<file path="src/sar_cfg.svh">
/*
 Constants of the successive-approximation converter control:
 register offsets, field positions, reset values and timing counts.
 Assumes inclusion by bare name from the package and the design file.
*/
`ifndef SAR_CFG_SVH
`define SAR_CFG_SVH

`define OFF_CONTROL_0      4'h0
`define OFF_CONTROL_1      4'h1
`define OFF_RESULT_HIGH    4'h2
`define OFF_RESULT_LOW     4'h3
`define OFF_PIN_SELECT     4'h4
`define OFF_IRQ_ENABLE     4'h5
`define OFF_IRQ_FLAGS      4'h6

`define CTL0_FORMAT_BIT    7
`define CTL0_REF_BIT       6
`define CTL0_CHAN_HI       4
`define CTL0_CHAN_LO       2
`define CTL0_GO_BIT        1
`define CTL0_ON_BIT        0
`define CTL1_CLK_HI        6
`define CTL1_CLK_LO        4
`define IRQ_DONE_BIT       6

`define PIN_SELECT_RESET   8'hFF
`define BYTE_ZERO          8'h00
`define CTL1_MASK          8'h70
`define CTL0_MASK          8'hDF

`define RESULT_BITS        10
`define BIT_PERIODS        4'hB
`define ABORT_PERIODS      4'h2
`define OSC_TICK_CYCLES    7'h50
`define BIT_MSB            4'h9

`endif

</file>
<file path="src/sar_pkg.sv">
/*
 Types shared by the converter control.
 Assumes sar_cfg.svh sits in the include path.
*/
`default_nettype none
package sar_pkg;
	`include "sar_cfg.svh"

	typedef struct packed {
		logic       channel_valid;
		logic [2:0] channel_select;
		logic       reference_select;
		logic       sample_hold;
		logic       compare_valid;
		logic [9:0] trial_code;
	} analog_ctl_t;

	typedef enum logic [1:0] {
		ST_IDLE   = 2'b00,
		ST_SAMPLE = 2'b01,
		ST_CONV   = 2'b10,
		ST_HOLD   = 2'b11
	} conv_state_t;
endpackage
`default_nettype wire

</file>
<file path="src/sar_adc_conversion_control.sv">
/*
 Digital control of a 10-bit successive-approximation converter:
 Wishbone register slave, clock divider, bit sequencer, done interrupt.
 Assumes an analog front end that returns one comparator level per trial
 code, asynchronous to mclk, and a single 20 MHz system clock.
*/
// Added by the designer: the register offsets and the Wishbone slave port.
`timescale 1ns/1ps
`default_nettype none
`include "sar_cfg.svh"

// Functional notes
// - Each conversion yields a 10-bit result placed in result high/low registers.
// - Channel select field routes exactly one input to the sample-and-hold.
// - Reference select picks supply or external pin; negative reference is ground.
// - Conversion done raises an interrupt able to wake the sleeping core.
// - Clock select decodes dividers 2..64 and x11 selects the internal oscillator.
// - One conversion spans 11 bit periods: a sampling period, then one bit resolved per period.
// - Divided conversion clocks follow the system clock frequency.
// - Writing one to start/done while enabled starts a conversion.
// - On completion start/done clears, done flag sets, result pair loads.
// - Done flag is only set by hardware; software clears it.
// - Abort by clearing start/done keeps old result and holds two bit periods.
module sar_adc_conversion_control (
	input  wire logic                mclk,
	input  wire logic                rst_n,
	input  wire logic                wb_cyc_i,
	input  wire logic                wb_stb_i,
	input  wire logic                wb_we_i,
	input  wire logic [3:0]          wb_adr_i,
	input  wire logic                wb_sel_i,
	input  wire logic [7:0]          wb_dat_i,
	output logic      [7:0]          wb_dat_o,
	output logic                     wb_ack_o,
	output logic                     wb_err_o,
	input  wire logic                compare_in,
	output sar_pkg::analog_ctl_t     analog_ctl,
	output logic      [7:0]          analog_pin_select,
	output logic                     irq,
	output logic                     wake
);
	import sar_pkg::*;

	logic [7:0]  control_0_reg;
	logic [7:0]  control_1_reg;
	logic [7:0]  analog_pin_select_reg;
	logic [7:0]  irq_enable_reg;
	logic        done_flag_reg;
	logic [9:0]  result_reg;
	logic [9:0]  trial_reg;
	logic [3:0]  period_cnt_reg;
	logic [6:0]  div_cnt_reg;
	logic [6:0]  osc_cnt_reg;
	logic        cmp_meta_reg;
	logic        cmp_sync_reg;
	logic        ack_reg;
	logic [7:0]  rd_data_reg;
	conv_state_t state_reg;
	conv_state_t state_next;

	logic        bus_req;
	logic        wr_ctl0;
	logic        wr_flags;
	logic        wr_ok;
	logic        wr_ctl1;
	logic        wr_pin;
	logic        wr_irq_en;
	logic        busy;
	logic        keep_go;
	logic        addr_ok;
	logic        bit_tick;
	logic        done_evt;
	logic        abort_evt;
	logic        start_evt;
	logic [2:0]  clk_sel;
	logic [6:0]  div_last;
	logic [7:0]  rd_mux;

	// Divider terminal count for each clock select code
	function automatic logic [6:0] div_terminal(input logic [2:0] sel);
		unique case (sel)
			3'h0: div_terminal = 7'h01;
			3'h4: div_terminal = 7'h03;
			3'h1: div_terminal = 7'h07;
			3'h5: div_terminal = 7'h0F;
			3'h2: div_terminal = 7'h1F;
			3'h6: div_terminal = 7'h3F;
			default: div_terminal = 7'h00;
		endcase
	endfunction

	// Register write decode, shared by every writable register
	function automatic logic reg_hit(input logic ok, input logic [3:0] adr,
		input logic [3:0] off);
		reg_hit = ok & (adr == off);
	endfunction

	function automatic logic [7:0] result_byte(input logic [9:0] res, input logic fmt,
		input logic high);
		if (fmt) begin
			result_byte = high ? {6'h00, res[9:8]} : res[7:0];
		end else begin
			result_byte = high ? res[9:2] : {res[1:0], 6'h00};
		end
	endfunction

	assign bus_req   = wb_cyc_i & wb_stb_i & ~ack_reg;
	assign addr_ok   = wb_adr_i <= `OFF_IRQ_FLAGS;
	assign wr_ok     = bus_req & wb_we_i & wb_sel_i;
	assign wr_ctl0   = reg_hit(wr_ok, wb_adr_i, `OFF_CONTROL_0);
	assign wr_ctl1   = reg_hit(wr_ok, wb_adr_i, `OFF_CONTROL_1);
	assign wr_pin    = reg_hit(wr_ok, wb_adr_i, `OFF_PIN_SELECT);
	assign wr_irq_en = reg_hit(wr_ok, wb_adr_i, `OFF_IRQ_ENABLE);
	assign wr_flags  = reg_hit(wr_ok, wb_adr_i, `OFF_IRQ_FLAGS);
	assign busy      = (state_reg == ST_SAMPLE) | (state_reg == ST_CONV);
	assign clk_sel   = control_1_reg[`CTL1_CLK_HI:`CTL1_CLK_LO];
	assign div_last  = div_terminal(clk_sel);

	// Writing one to go while enabled and idle; same write may not also enable
	assign start_evt = wr_ctl0 & wb_dat_i[`CTL0_GO_BIT] & control_0_reg[`CTL0_ON_BIT] &
		wb_dat_i[`CTL0_ON_BIT] & (state_reg == ST_IDLE);
	assign abort_evt = wr_ctl0 & ~wb_dat_i[`CTL0_GO_BIT] & busy;
	// Go written again mid-conversion keeps running; a completion still clears it
	assign keep_go   = start_evt | (busy & wb_dat_i[`CTL0_GO_BIT] & ~done_evt);
	// Sampling tick plus ten trial ticks: the tenth trial tick ends period eleven
	assign done_evt  = (state_reg == ST_CONV) & bit_tick &
		(period_cnt_reg == `BIT_PERIODS - 4'h1) & ~abort_evt;

	// Bit period tick: divided mclk or the internal oscillator
	always_comb begin
		if (clk_sel[1:0] == 2'b11) begin
			bit_tick = osc_cnt_reg == `OSC_TICK_CYCLES;
		end else begin
			bit_tick = div_cnt_reg == div_last;
		end
	end

	always_ff @(posedge mclk or negedge rst_n) begin
		if (!rst_n) begin
			div_cnt_reg <= 7'h00;
		end else if (state_reg == ST_IDLE || abort_evt || div_cnt_reg >= div_last) begin
			div_cnt_reg <= 7'h00;
		end else begin
			div_cnt_reg <= div_cnt_reg + 7'h01;
		end
	end

	// Oscillator stand-in: count held at zero while idle and on abort, independent of divider choice
	always_ff @(posedge mclk or negedge rst_n) begin
		if (!rst_n) begin
			osc_cnt_reg <= 7'h00;
		end else if (state_reg == ST_IDLE || abort_evt || osc_cnt_reg == `OSC_TICK_CYCLES) begin
			osc_cnt_reg <= 7'h00;
		end else begin
			osc_cnt_reg <= osc_cnt_reg + 7'h01;
		end
	end

	// Comparator level comes from the analog domain
	always_ff @(posedge mclk or negedge rst_n) begin
		if (!rst_n) begin
			cmp_meta_reg <= 1'b0;
			cmp_sync_reg <= 1'b0;
		end else begin
			cmp_meta_reg <= compare_in;
			cmp_sync_reg <= cmp_meta_reg;
		end
	end

	always_comb begin
		state_next = state_reg;
		unique case (state_reg)
			ST_IDLE: begin
				if (start_evt) state_next = ST_SAMPLE;
			end
			ST_SAMPLE: begin
				if (abort_evt) state_next = ST_HOLD;
				else if (bit_tick) state_next = ST_CONV;
			end
			ST_CONV: begin
				if (abort_evt) state_next = ST_HOLD;
				else if (done_evt) state_next = ST_IDLE;
			end
			ST_HOLD: begin
				// Counters restart on abort, so the hold is two whole periods
				if (bit_tick && period_cnt_reg == `ABORT_PERIODS - 4'h1) begin
					state_next = ST_IDLE;
				end
			end
		endcase
	end

	always_ff @(posedge mclk or negedge rst_n) begin
		if (!rst_n) begin
			state_reg <= ST_IDLE;
		end else if (!control_0_reg[`CTL0_ON_BIT] && state_reg != ST_IDLE) begin
			state_reg <= ST_IDLE;
		end else begin
			state_reg <= state_next;
		end
	end

	// Period counter: first tick is the sampling period, then ten bit trials
	always_ff @(posedge mclk or negedge rst_n) begin
		if (!rst_n) begin
			period_cnt_reg <= 4'h0;
		end else if (start_evt || abort_evt) begin
			period_cnt_reg <= 4'h0;
		end else if (state_reg != ST_IDLE && bit_tick) begin
			period_cnt_reg <= period_cnt_reg + 4'h1;
		end
	end

	// MSB first trial; keep bit on comparator high, set next lower bit
	always_ff @(posedge mclk or negedge rst_n) begin
		if (!rst_n) begin
			trial_reg <= 10'h000;
		end else if (start_evt) begin
			trial_reg <= 10'h200;
		end else if (state_reg == ST_CONV && bit_tick && period_cnt_reg != `BIT_PERIODS) begin
			for (int i = 0; i < `RESULT_BITS; i++) begin
				if (4'(i) == `BIT_MSB - (period_cnt_reg - 4'h1)) begin
					trial_reg[i] <= cmp_sync_reg;
					if (i > 0) begin
						trial_reg[i - 1] <= 1'b1;
					end
				end
			end
		end
	end

	always_ff @(posedge mclk or negedge rst_n) begin
		if (!rst_n) begin
			result_reg <= 10'h000;
		end else if (done_evt) begin
			// Bit 0 is decided on the completing tick itself
			result_reg <= {trial_reg[9:1], cmp_sync_reg};
		end
	end

	// Control 0: go bit cleared by hardware on done, during the abort hold, while disabled, or by reset
	always_ff @(posedge mclk or negedge rst_n) begin
		if (!rst_n) begin
			control_0_reg <= `BYTE_ZERO;
		end else if (wr_ctl0) begin
			control_0_reg <= wb_dat_i & `CTL0_MASK;
			control_0_reg[`CTL0_GO_BIT] <= keep_go;
		end else if (done_evt || (state_reg == ST_HOLD) || !control_0_reg[`CTL0_ON_BIT]) begin
			control_0_reg[`CTL0_GO_BIT] <= 1'b0;
		end
	end

	always_ff @(posedge mclk or negedge rst_n) begin
		if (!rst_n) begin
			control_1_reg <= `BYTE_ZERO;
		end else if (wr_ctl1) begin
			control_1_reg <= wb_dat_i & `CTL1_MASK;
		end
	end

	// Pins leave reset as analog, so no input buffer sees a mid-rail level
	always_ff @(posedge mclk or negedge rst_n) begin
		if (!rst_n) begin
			analog_pin_select_reg <= `PIN_SELECT_RESET;
		end else if (wr_pin) begin
			analog_pin_select_reg <= wb_dat_i;
		end
	end

	always_ff @(posedge mclk or negedge rst_n) begin
		if (!rst_n) begin
			irq_enable_reg <= `BYTE_ZERO;
		end else if (wr_irq_en) begin
			irq_enable_reg <= wb_dat_i;
		end
	end

	// Write one to clear; a completion in the same cycle wins
	always_ff @(posedge mclk or negedge rst_n) begin
		if (!rst_n) begin
			done_flag_reg <= 1'b0;
		end else if (done_evt) begin
			done_flag_reg <= 1'b1;
		end else if (wr_flags && wb_dat_i[`IRQ_DONE_BIT]) begin
			done_flag_reg <= 1'b0;
		end
	end

	always_comb begin
		unique case (wb_adr_i)
			`OFF_CONTROL_0:   rd_mux = control_0_reg;
			`OFF_CONTROL_1:   rd_mux = control_1_reg;
			`OFF_RESULT_HIGH: rd_mux = result_byte(result_reg,
				control_0_reg[`CTL0_FORMAT_BIT], 1'b1);
			`OFF_RESULT_LOW:  rd_mux = result_byte(result_reg,
				control_0_reg[`CTL0_FORMAT_BIT], 1'b0);
			`OFF_PIN_SELECT:  rd_mux = analog_pin_select_reg;
			`OFF_IRQ_ENABLE:  rd_mux = irq_enable_reg;
			`OFF_IRQ_FLAGS:   rd_mux = {1'b0, done_flag_reg, 6'h00};
			default:          rd_mux = `BYTE_ZERO;
		endcase
	end

	// One wait-free ack per mapped request; ack falls the cycle after, err repeats while the request is held
	always_ff @(posedge mclk or negedge rst_n) begin
		if (!rst_n) begin
			ack_reg     <= 1'b0;
			wb_err_o    <= 1'b0;
			rd_data_reg <= `BYTE_ZERO;
		end else begin
			ack_reg     <= bus_req & addr_ok;
			wb_err_o    <= bus_req & ~addr_ok;
			rd_data_reg <= (bus_req && !wb_we_i && addr_ok) ? rd_mux : `BYTE_ZERO;
		end
	end

	assign wb_ack_o = ack_reg;
	assign wb_dat_o = rd_data_reg;
	assign analog_pin_select = analog_pin_select_reg;

	// Only one channel code drives the mux; sampling only while enabled
	always_comb begin
		analog_ctl.channel_valid    = control_0_reg[`CTL0_ON_BIT];
		analog_ctl.channel_select   = control_0_reg[`CTL0_CHAN_HI:`CTL0_CHAN_LO];
		analog_ctl.reference_select = control_0_reg[`CTL0_REF_BIT];
		analog_ctl.sample_hold      = state_reg == ST_CONV;
		analog_ctl.compare_valid    = state_reg == ST_CONV;
		analog_ctl.trial_code       = trial_reg;
	end

	// Level interrupt also serves as wake request from sleep
	assign irq  = done_flag_reg & irq_enable_reg[`IRQ_DONE_BIT];
	assign wake = irq;

endmodule // sar_adc_conversion_control
`default_nettype wire

</file>
<file path="config.mk">
export PLATFORM = sky130hd
export DESIGN_NAME = sar_adc_conversion_control
export DESIGN_NICKNAME = d
export VERILOG_FILES = /design/src/sar_pkg.sv /design/src/sar_adc_conversion_control.sv
export VERILOG_INCLUDE_DIRS = /design/src
export SDC_FILE = /design/constraint.sdc
export NUM_CORES = 1
export LEC_CHECK = 0
export ABC_AREA = 1
export BUFFER_PORTS_ARGS = -buffer_cell sky130_fd_sc_hd__buf_4
export CAP_MARGIN = 5
export CORE_MARGIN = 8
export CORE_UTILIZATION = 50
export CTS_BUF_LIST = sky130_fd_sc_hd__clkbuf_8
export DETAILED_ROUTE_END_ITERATION = 8
export GPL_ROUTABILITY_DRIVEN = 0
export PLACE_DENSITY = 0.73
export SETUP_SLACK_MARGIN = 0.05
export SYNTH_ARGS = -nofsm -noshare
export SYNTH_HDL_FRONTEND = slang
export SYNTH_SLANG_ARGS = --single-unit
export TNS_END_PERCENT = 30
</file>
<file path="constraint.sdc">
create_clock -name mclk -period 2.35 [get_ports mclk]
set_clock_uncertainty 0.15 [all_clocks]
set_input_delay 0.1175 -clock mclk [delete_from_list [all_inputs] [get_ports mclk]]
set_output_delay 0.1175 -clock mclk [all_outputs]
set_load 0.01 [all_outputs]
</file>
---- Word-level counts from Yosys, hierarchy flattened ----
Cells that the tools add are included.
word-level totals
  register bits after elaboration ......... 79
  logic and storage cells ................. 180
  output and inout bits ................... 37
  input bits .............................. 19
cells by class
  eq/ne operators ......................... 33
  add/subtract/negate cells ............... 5
  multiplexer cells ....................... 38
  reductions and logical operators ........ 46
  bitwise operators ....................... 30
  order comparisons ....................... 2
operators by type and width
  operator             count
  $pmux 8 s7           1
  $mux 2               20
  $pmux 6 s6           1
  $reduce_bool 3->1    9
  $mux 8               3
  $and 1x1->1          23
  $mux 10              2
  $reduce_and 2->1     10
  $eq 3x4->1 const A   4
  $add 7x1->7 const B  2
  $mux 7               2
  $eq 4x3->1 const B   3
  $reduce_bool 2->1    6
  $eq 3x3->1 const B   3
  $eq 2x4->1 const A   2
  $eq 4x1->1 const B   2
  $eq 4x2->1 const B   2
  $eq 4x4->1 const A   2
  $logic_and 1x1->1    8
  $logic_not 4->1      2
  $mux 4               2
  $pmux 2 s4           1
  $eq 7x7->1           1
  $eq 7x7->1 const B   1
  24 further kinds     42

---- Longest topological paths before layout ----
  depth after elaboration ................. 22
  depth in mapped cells ................... 15

---- Worst setup path before layout ----
No wires, ideal clock.
  path type ............................... register -> register
  from .................................... register control_1_reg[4]
  to ...................................... register trial_reg[2]
  cell stages (with the launch flop) ...... 15
  period minus slack after synthesis ...... 2.263 ns
  setup time .............................. 0.118 ns
  data arrival time ....................... 1.995 ns
  setup slack ............................. 0.087 ns
  data required time ...................... 2.082 ns
  path through ............................ dfrtp_1 > inv_1 > ha_1 > inv_1 > ha_1 > nand2_1 > nor2_1 > nand2_1 > nand2_1 > nand3_2 > o21ai_2 > buf_6 > nand2_1 > nand2_1 > nand2_1
on the way
  longest elaborated chain between the ends .. 8
ends and longest elaborated chain
  element                                   RTL line                           RTL
  start, declared                           sar_adc_conversion_control.sv:45   logic [7:0] control_1_reg;
  start signal, assigned                    sar_adc_conversion_control.sv:255  control_1_reg <= `BYTE_ZERO;
  start signal, assigned                    sar_adc_conversion_control.sv:257  control_1_reg <= wb_dat_i & `CTL1_MASK;
  $eq 3x3->1, or another cell as far along  sar_adc_conversion_control.sv:81   unique case (sel)
  $pmux 6 s6                                sar_adc_conversion_control.sv:81
  $eq 7x7->1                                sar_adc_conversion_control.sv:134  bit_tick = div_cnt_reg == div_last;
  $mux 1 (*)                                sar_adc_conversion_control.sv:131  if (clk_sel[1:0] == 2'b11) begin
  $logic_and 1x1->1 (*)                     sar_adc_conversion_control.sv:220  end else if (state_reg == ST_CONV && bit_tick && period_cnt_reg != `BIT_PERIODS) begin
  $logic_and 1x1->1 (no line) (*)           --
  $reduce_bool 2->1 (no line) (*)           --
  $reduce_and 2->1 (no line) (*)            --
  end signal, assigned by index             sar_adc_conversion_control.sv:223  trial_reg[i] <= cmp_sync_reg;
  end, declared                             sar_adc_conversion_control.sv:50   logic [9:0] trial_reg;
Every way passes the cells marked *; elsewhere a longest branch is shown, timed or not.
A chain may end at the register's enable or synchronous reset.

---- Final worst setup path ----
  from .................................... register control_1_reg[4]
  to ...................................... register result_reg[9]
on the way
  longest elaborated chain between the ends .. 7
ends and longest elaborated chain
  element                                   RTL line                           RTL
  $eq 3x3->1, or another cell as far along  sar_adc_conversion_control.sv:81
  $pmux 6 s6                                sar_adc_conversion_control.sv:81
  $eq 7x7->1                                sar_adc_conversion_control.sv:134
  $mux 1 (*)                                sar_adc_conversion_control.sv:131
  $and 1x1->1 (*) (3 in a row)              sar_adc_conversion_control.sv:126  assign done_evt = (state_reg == ST_CONV) & bit_tick &
  end signal, assigned                      sar_adc_conversion_control.sv:237  result_reg <= {trial_reg[9:1], cmp_sync_reg};
  end, declared                             sar_adc_conversion_control.sv:49   logic [9:0] result_reg;
Marks and branches as above.

==> flow_metrics.tcl <==
set metrics [dict create \
    tritoncts "done" \
    finalCriticalPeriod_ps 2470 \
    yosys_most_used_dff "dfrtp_1" \
    ff2ff_setup_slack_ps -120 \
    netlist_top_cells_count "nand2_1, dfrtp_1, inv_1" \
    p_int_w 0.00284 \
    critPathCapture "result_reg[9]" \
    design_area_mm2 0.00571 \
    antenna_found_initial 0 \
    yosysMostFrequentCell "nand2_1" \
    tightest_slew_ps 632 \
    violations "negative setup slack" \
    r2r_end "result_reg[9]" \
    ys.warnings.count 0 \
    rr_worst_depth 15 \
    initial_core_util_pct 50.5 \
    drive_gt1_share_pct 22.5 \
    numClockSinks 79 \
    synth_top_area_share_pct 39.0 \
    firstDrtPassIters 5 \
    insertion_delay_ps 350 \
    postSynthAreaPerCell_um2 7.93 \
    area_growth_pct 25.5 \
    io_pins 56 \
    stdcell_count 774 \
    synth_edf_count 0 \
    p_clk_share_pct 24.6 \
    yosys.cell_types.count 41 \
    placed_cells 731 \
    nets 699 \
    path_clk_slew_ps 90 \
    worstPathArrival_ps 2590 \
    max_slew_margin_pct 57.8 \
    p_leak_nw 2.93 \
    wl_um 11500 \
    grt_pass1_wl_um 19100 \
    yosysSeqAreaShare_pct 43.6 \
    hold_viol 0 \
    die_h_um 111 \
    netlist_instances 574 \
    drt_iter0_drc 265 \
    power_density_mw_per_mm2 812 \
    min_path_type "input pin to register" \
    die_x_um 111 \
    synth.area.top_cells "dfrtp_1, nand2_1, ha_1" \
    dieArea_mm2 0.0124 \
    port-buffer-count 55 \
    swShare_pct 38.8 \
    dr_total_vias 4053 \
    cap_violations 0 \
    diodes 0 \
    synth_area_leader_cell "dfrtp_1" \
    required_ps 2470 \
    num-fill-cells 769 \
    critPathKind "register to register" \
    cts_buffers 9 \
    cp-end-kind "register" \
    crit_fanout 10 \
    ctsRootBufferMaster "clkbuf_8" \
    synth_seq_cells 79 \
    grt_max_degree 50 \
    p_seq_share_pct 37.3 \
    finalSetupViolations 22 \
    min_period_over_period_pct 105 \
    holdWs_ps 12.0 \
    htreeDepth 3 \
    coreArea_mm2 0.00902 \
    synthArstFlopShare_pct 100 \
    wl_per_cell_um 14.9 \
    setup_slack_ps -121 \
    tns_ps -1260 \
    grt_usage_pct 18.6 \
    netlist_area_mm2 0.00455 \
    status "complete, but fails checks" \
    ant_nets 0 \
    startpoint "control_1_reg[4]" \
    num_rows 35 \
    avgViaCountPerCell 5.24 \
    rsz0062_at_grt "true" \
    cts_max_path_buffers 2 \
    r2r_start "control_1_reg[4]" \
    cp-start-kind "register" \
    drc_errors 0 \
    pwr-share-comb_pct 38.1 \
    post_dp_cell_area_mm2 0.00506 \
    power_switching_w 0.00180 \
    dp.final_hpwl_um 8020 \
    grt_pass1_vias 3942 \
    grt-ovfl-total 0 \
    fmax_mhz 405 \
    drv_slew 0 \
    synth_fp_nets 615 \
    vdd_ir_drop_max_v 0.000484 \
]
routing by layer:
layer	GRT usage, %	vias to the layer above	part of all wire, %
li1	-	2010	-
met1	21.8	1909	41
met2	31.9	109	51
met3	3.71	25	4.4
met4	8.53	0	3.3
met5	0	-	0
cell families after synthesis:
kind of cell    after synthesis  share of synthesized area [%]
buf+inv                      77                           8.11
fa+ha+maj                    22                           6.05
simple gates                324                           32.5
compound gates               64                           8.19
xor+xnor                      8                           1.54
flops                        79                           43.6
power groups by stage:
stage	clock network, W	registers (W)	logic, W
3_5_place_dp	0	0.00175	0.00155
5_1_grt	0.00121	0.00176	0.00200
3_3_place_gp	0	0.00174	0.00150
4_1_cts	0.00115	0.00173	0.00169
6_report	0.00114	0.00173	0.00177
2_1_floorplan	0	0.00173	0.00110
cells in the final DEF, fill, tap and decap left out, types with 8 or more instances in the layout:
master         count
a21oi_1           15
buf_4             66
clkbuf_8           9
dfrtp_1           71
dfstp_2            8
dlygate4sd3_1     14
ha_1              16
inv_1             53
nand2_1          204
nand3_1           38
nand4_1           10
nor2_1            24
nor3_1            11
o21ai_0           25
o21ai_2            8
through the flow:
step                      setup slack (ps)  total power (W)  utilization, %
after global routing                  -210          0.00497            63.3
after floorplan                       86.8          0.00283               -
after CTS                            -10.5          0.00457            62.4
final                                 -121          0.00464            63.3
after global placement                81.4          0.00324            56.1
after detailed placement             -27.6          0.00330            56.1
repair_timing:
action | CTS | global route
hold endpoints to repair | 68 | 0
cloned | 2 | 1
setup buffers | 9 | 1
hold buffers | 14 | 0
gates resized for setup | 20 | 13
endpoints found under the setup margin | 14 | 35
pin swaps | 6 | 9
critical path, stage by stage, from the launching register on:
cell and delay [ps]:
dfrtp_1 390, inv_2 100, ha_4 280, a21oi_1 40, ha_1 300, nand2_2 70
nor2_4 120, nand2_2 70, nand2_2 100, nand3_4 90, buf_6 140, nor2_4 180
buf_12 140, buf_12 110, nand2_1 50, o21ai_0 70
how the worst min path moves through the flow:
| stage | depth (start not counted) | from | slack (ps) | end |
|---|---|---|---|---|
| floorplan | 0 | rst_n | -330 | cmp_meta_reg |
| global placement | 1 | rst_n | 20 | control_0_reg[3] |
| detailed placement | 1 | rst_n | 30 | control_0_reg[2] |
| CTS | 4 | wb_adr_i[1] | 10 | wb_dat_o[7] |
| global route | 4 | wb_adr_i[0] | 40 | wb_dat_o[0] |
| finish | 4 | wb_adr_i[1] | 10 | wb_dat_o[7] |
final cells by class:
type	count	area, um2	area share (%)
timing repair inverter	1	6.26	0.109
clock buffer	9	124	2.17
clock inverter	7	97.6	1.71
sequential	79	1990	34.8
inverter	60	233	4.07
tap	111	139	2.43
timing repair buffer	89	805	14.1
multi-input combinational	418	2320	40.7
Note: power is estimated with default switching activity, not from simulation.
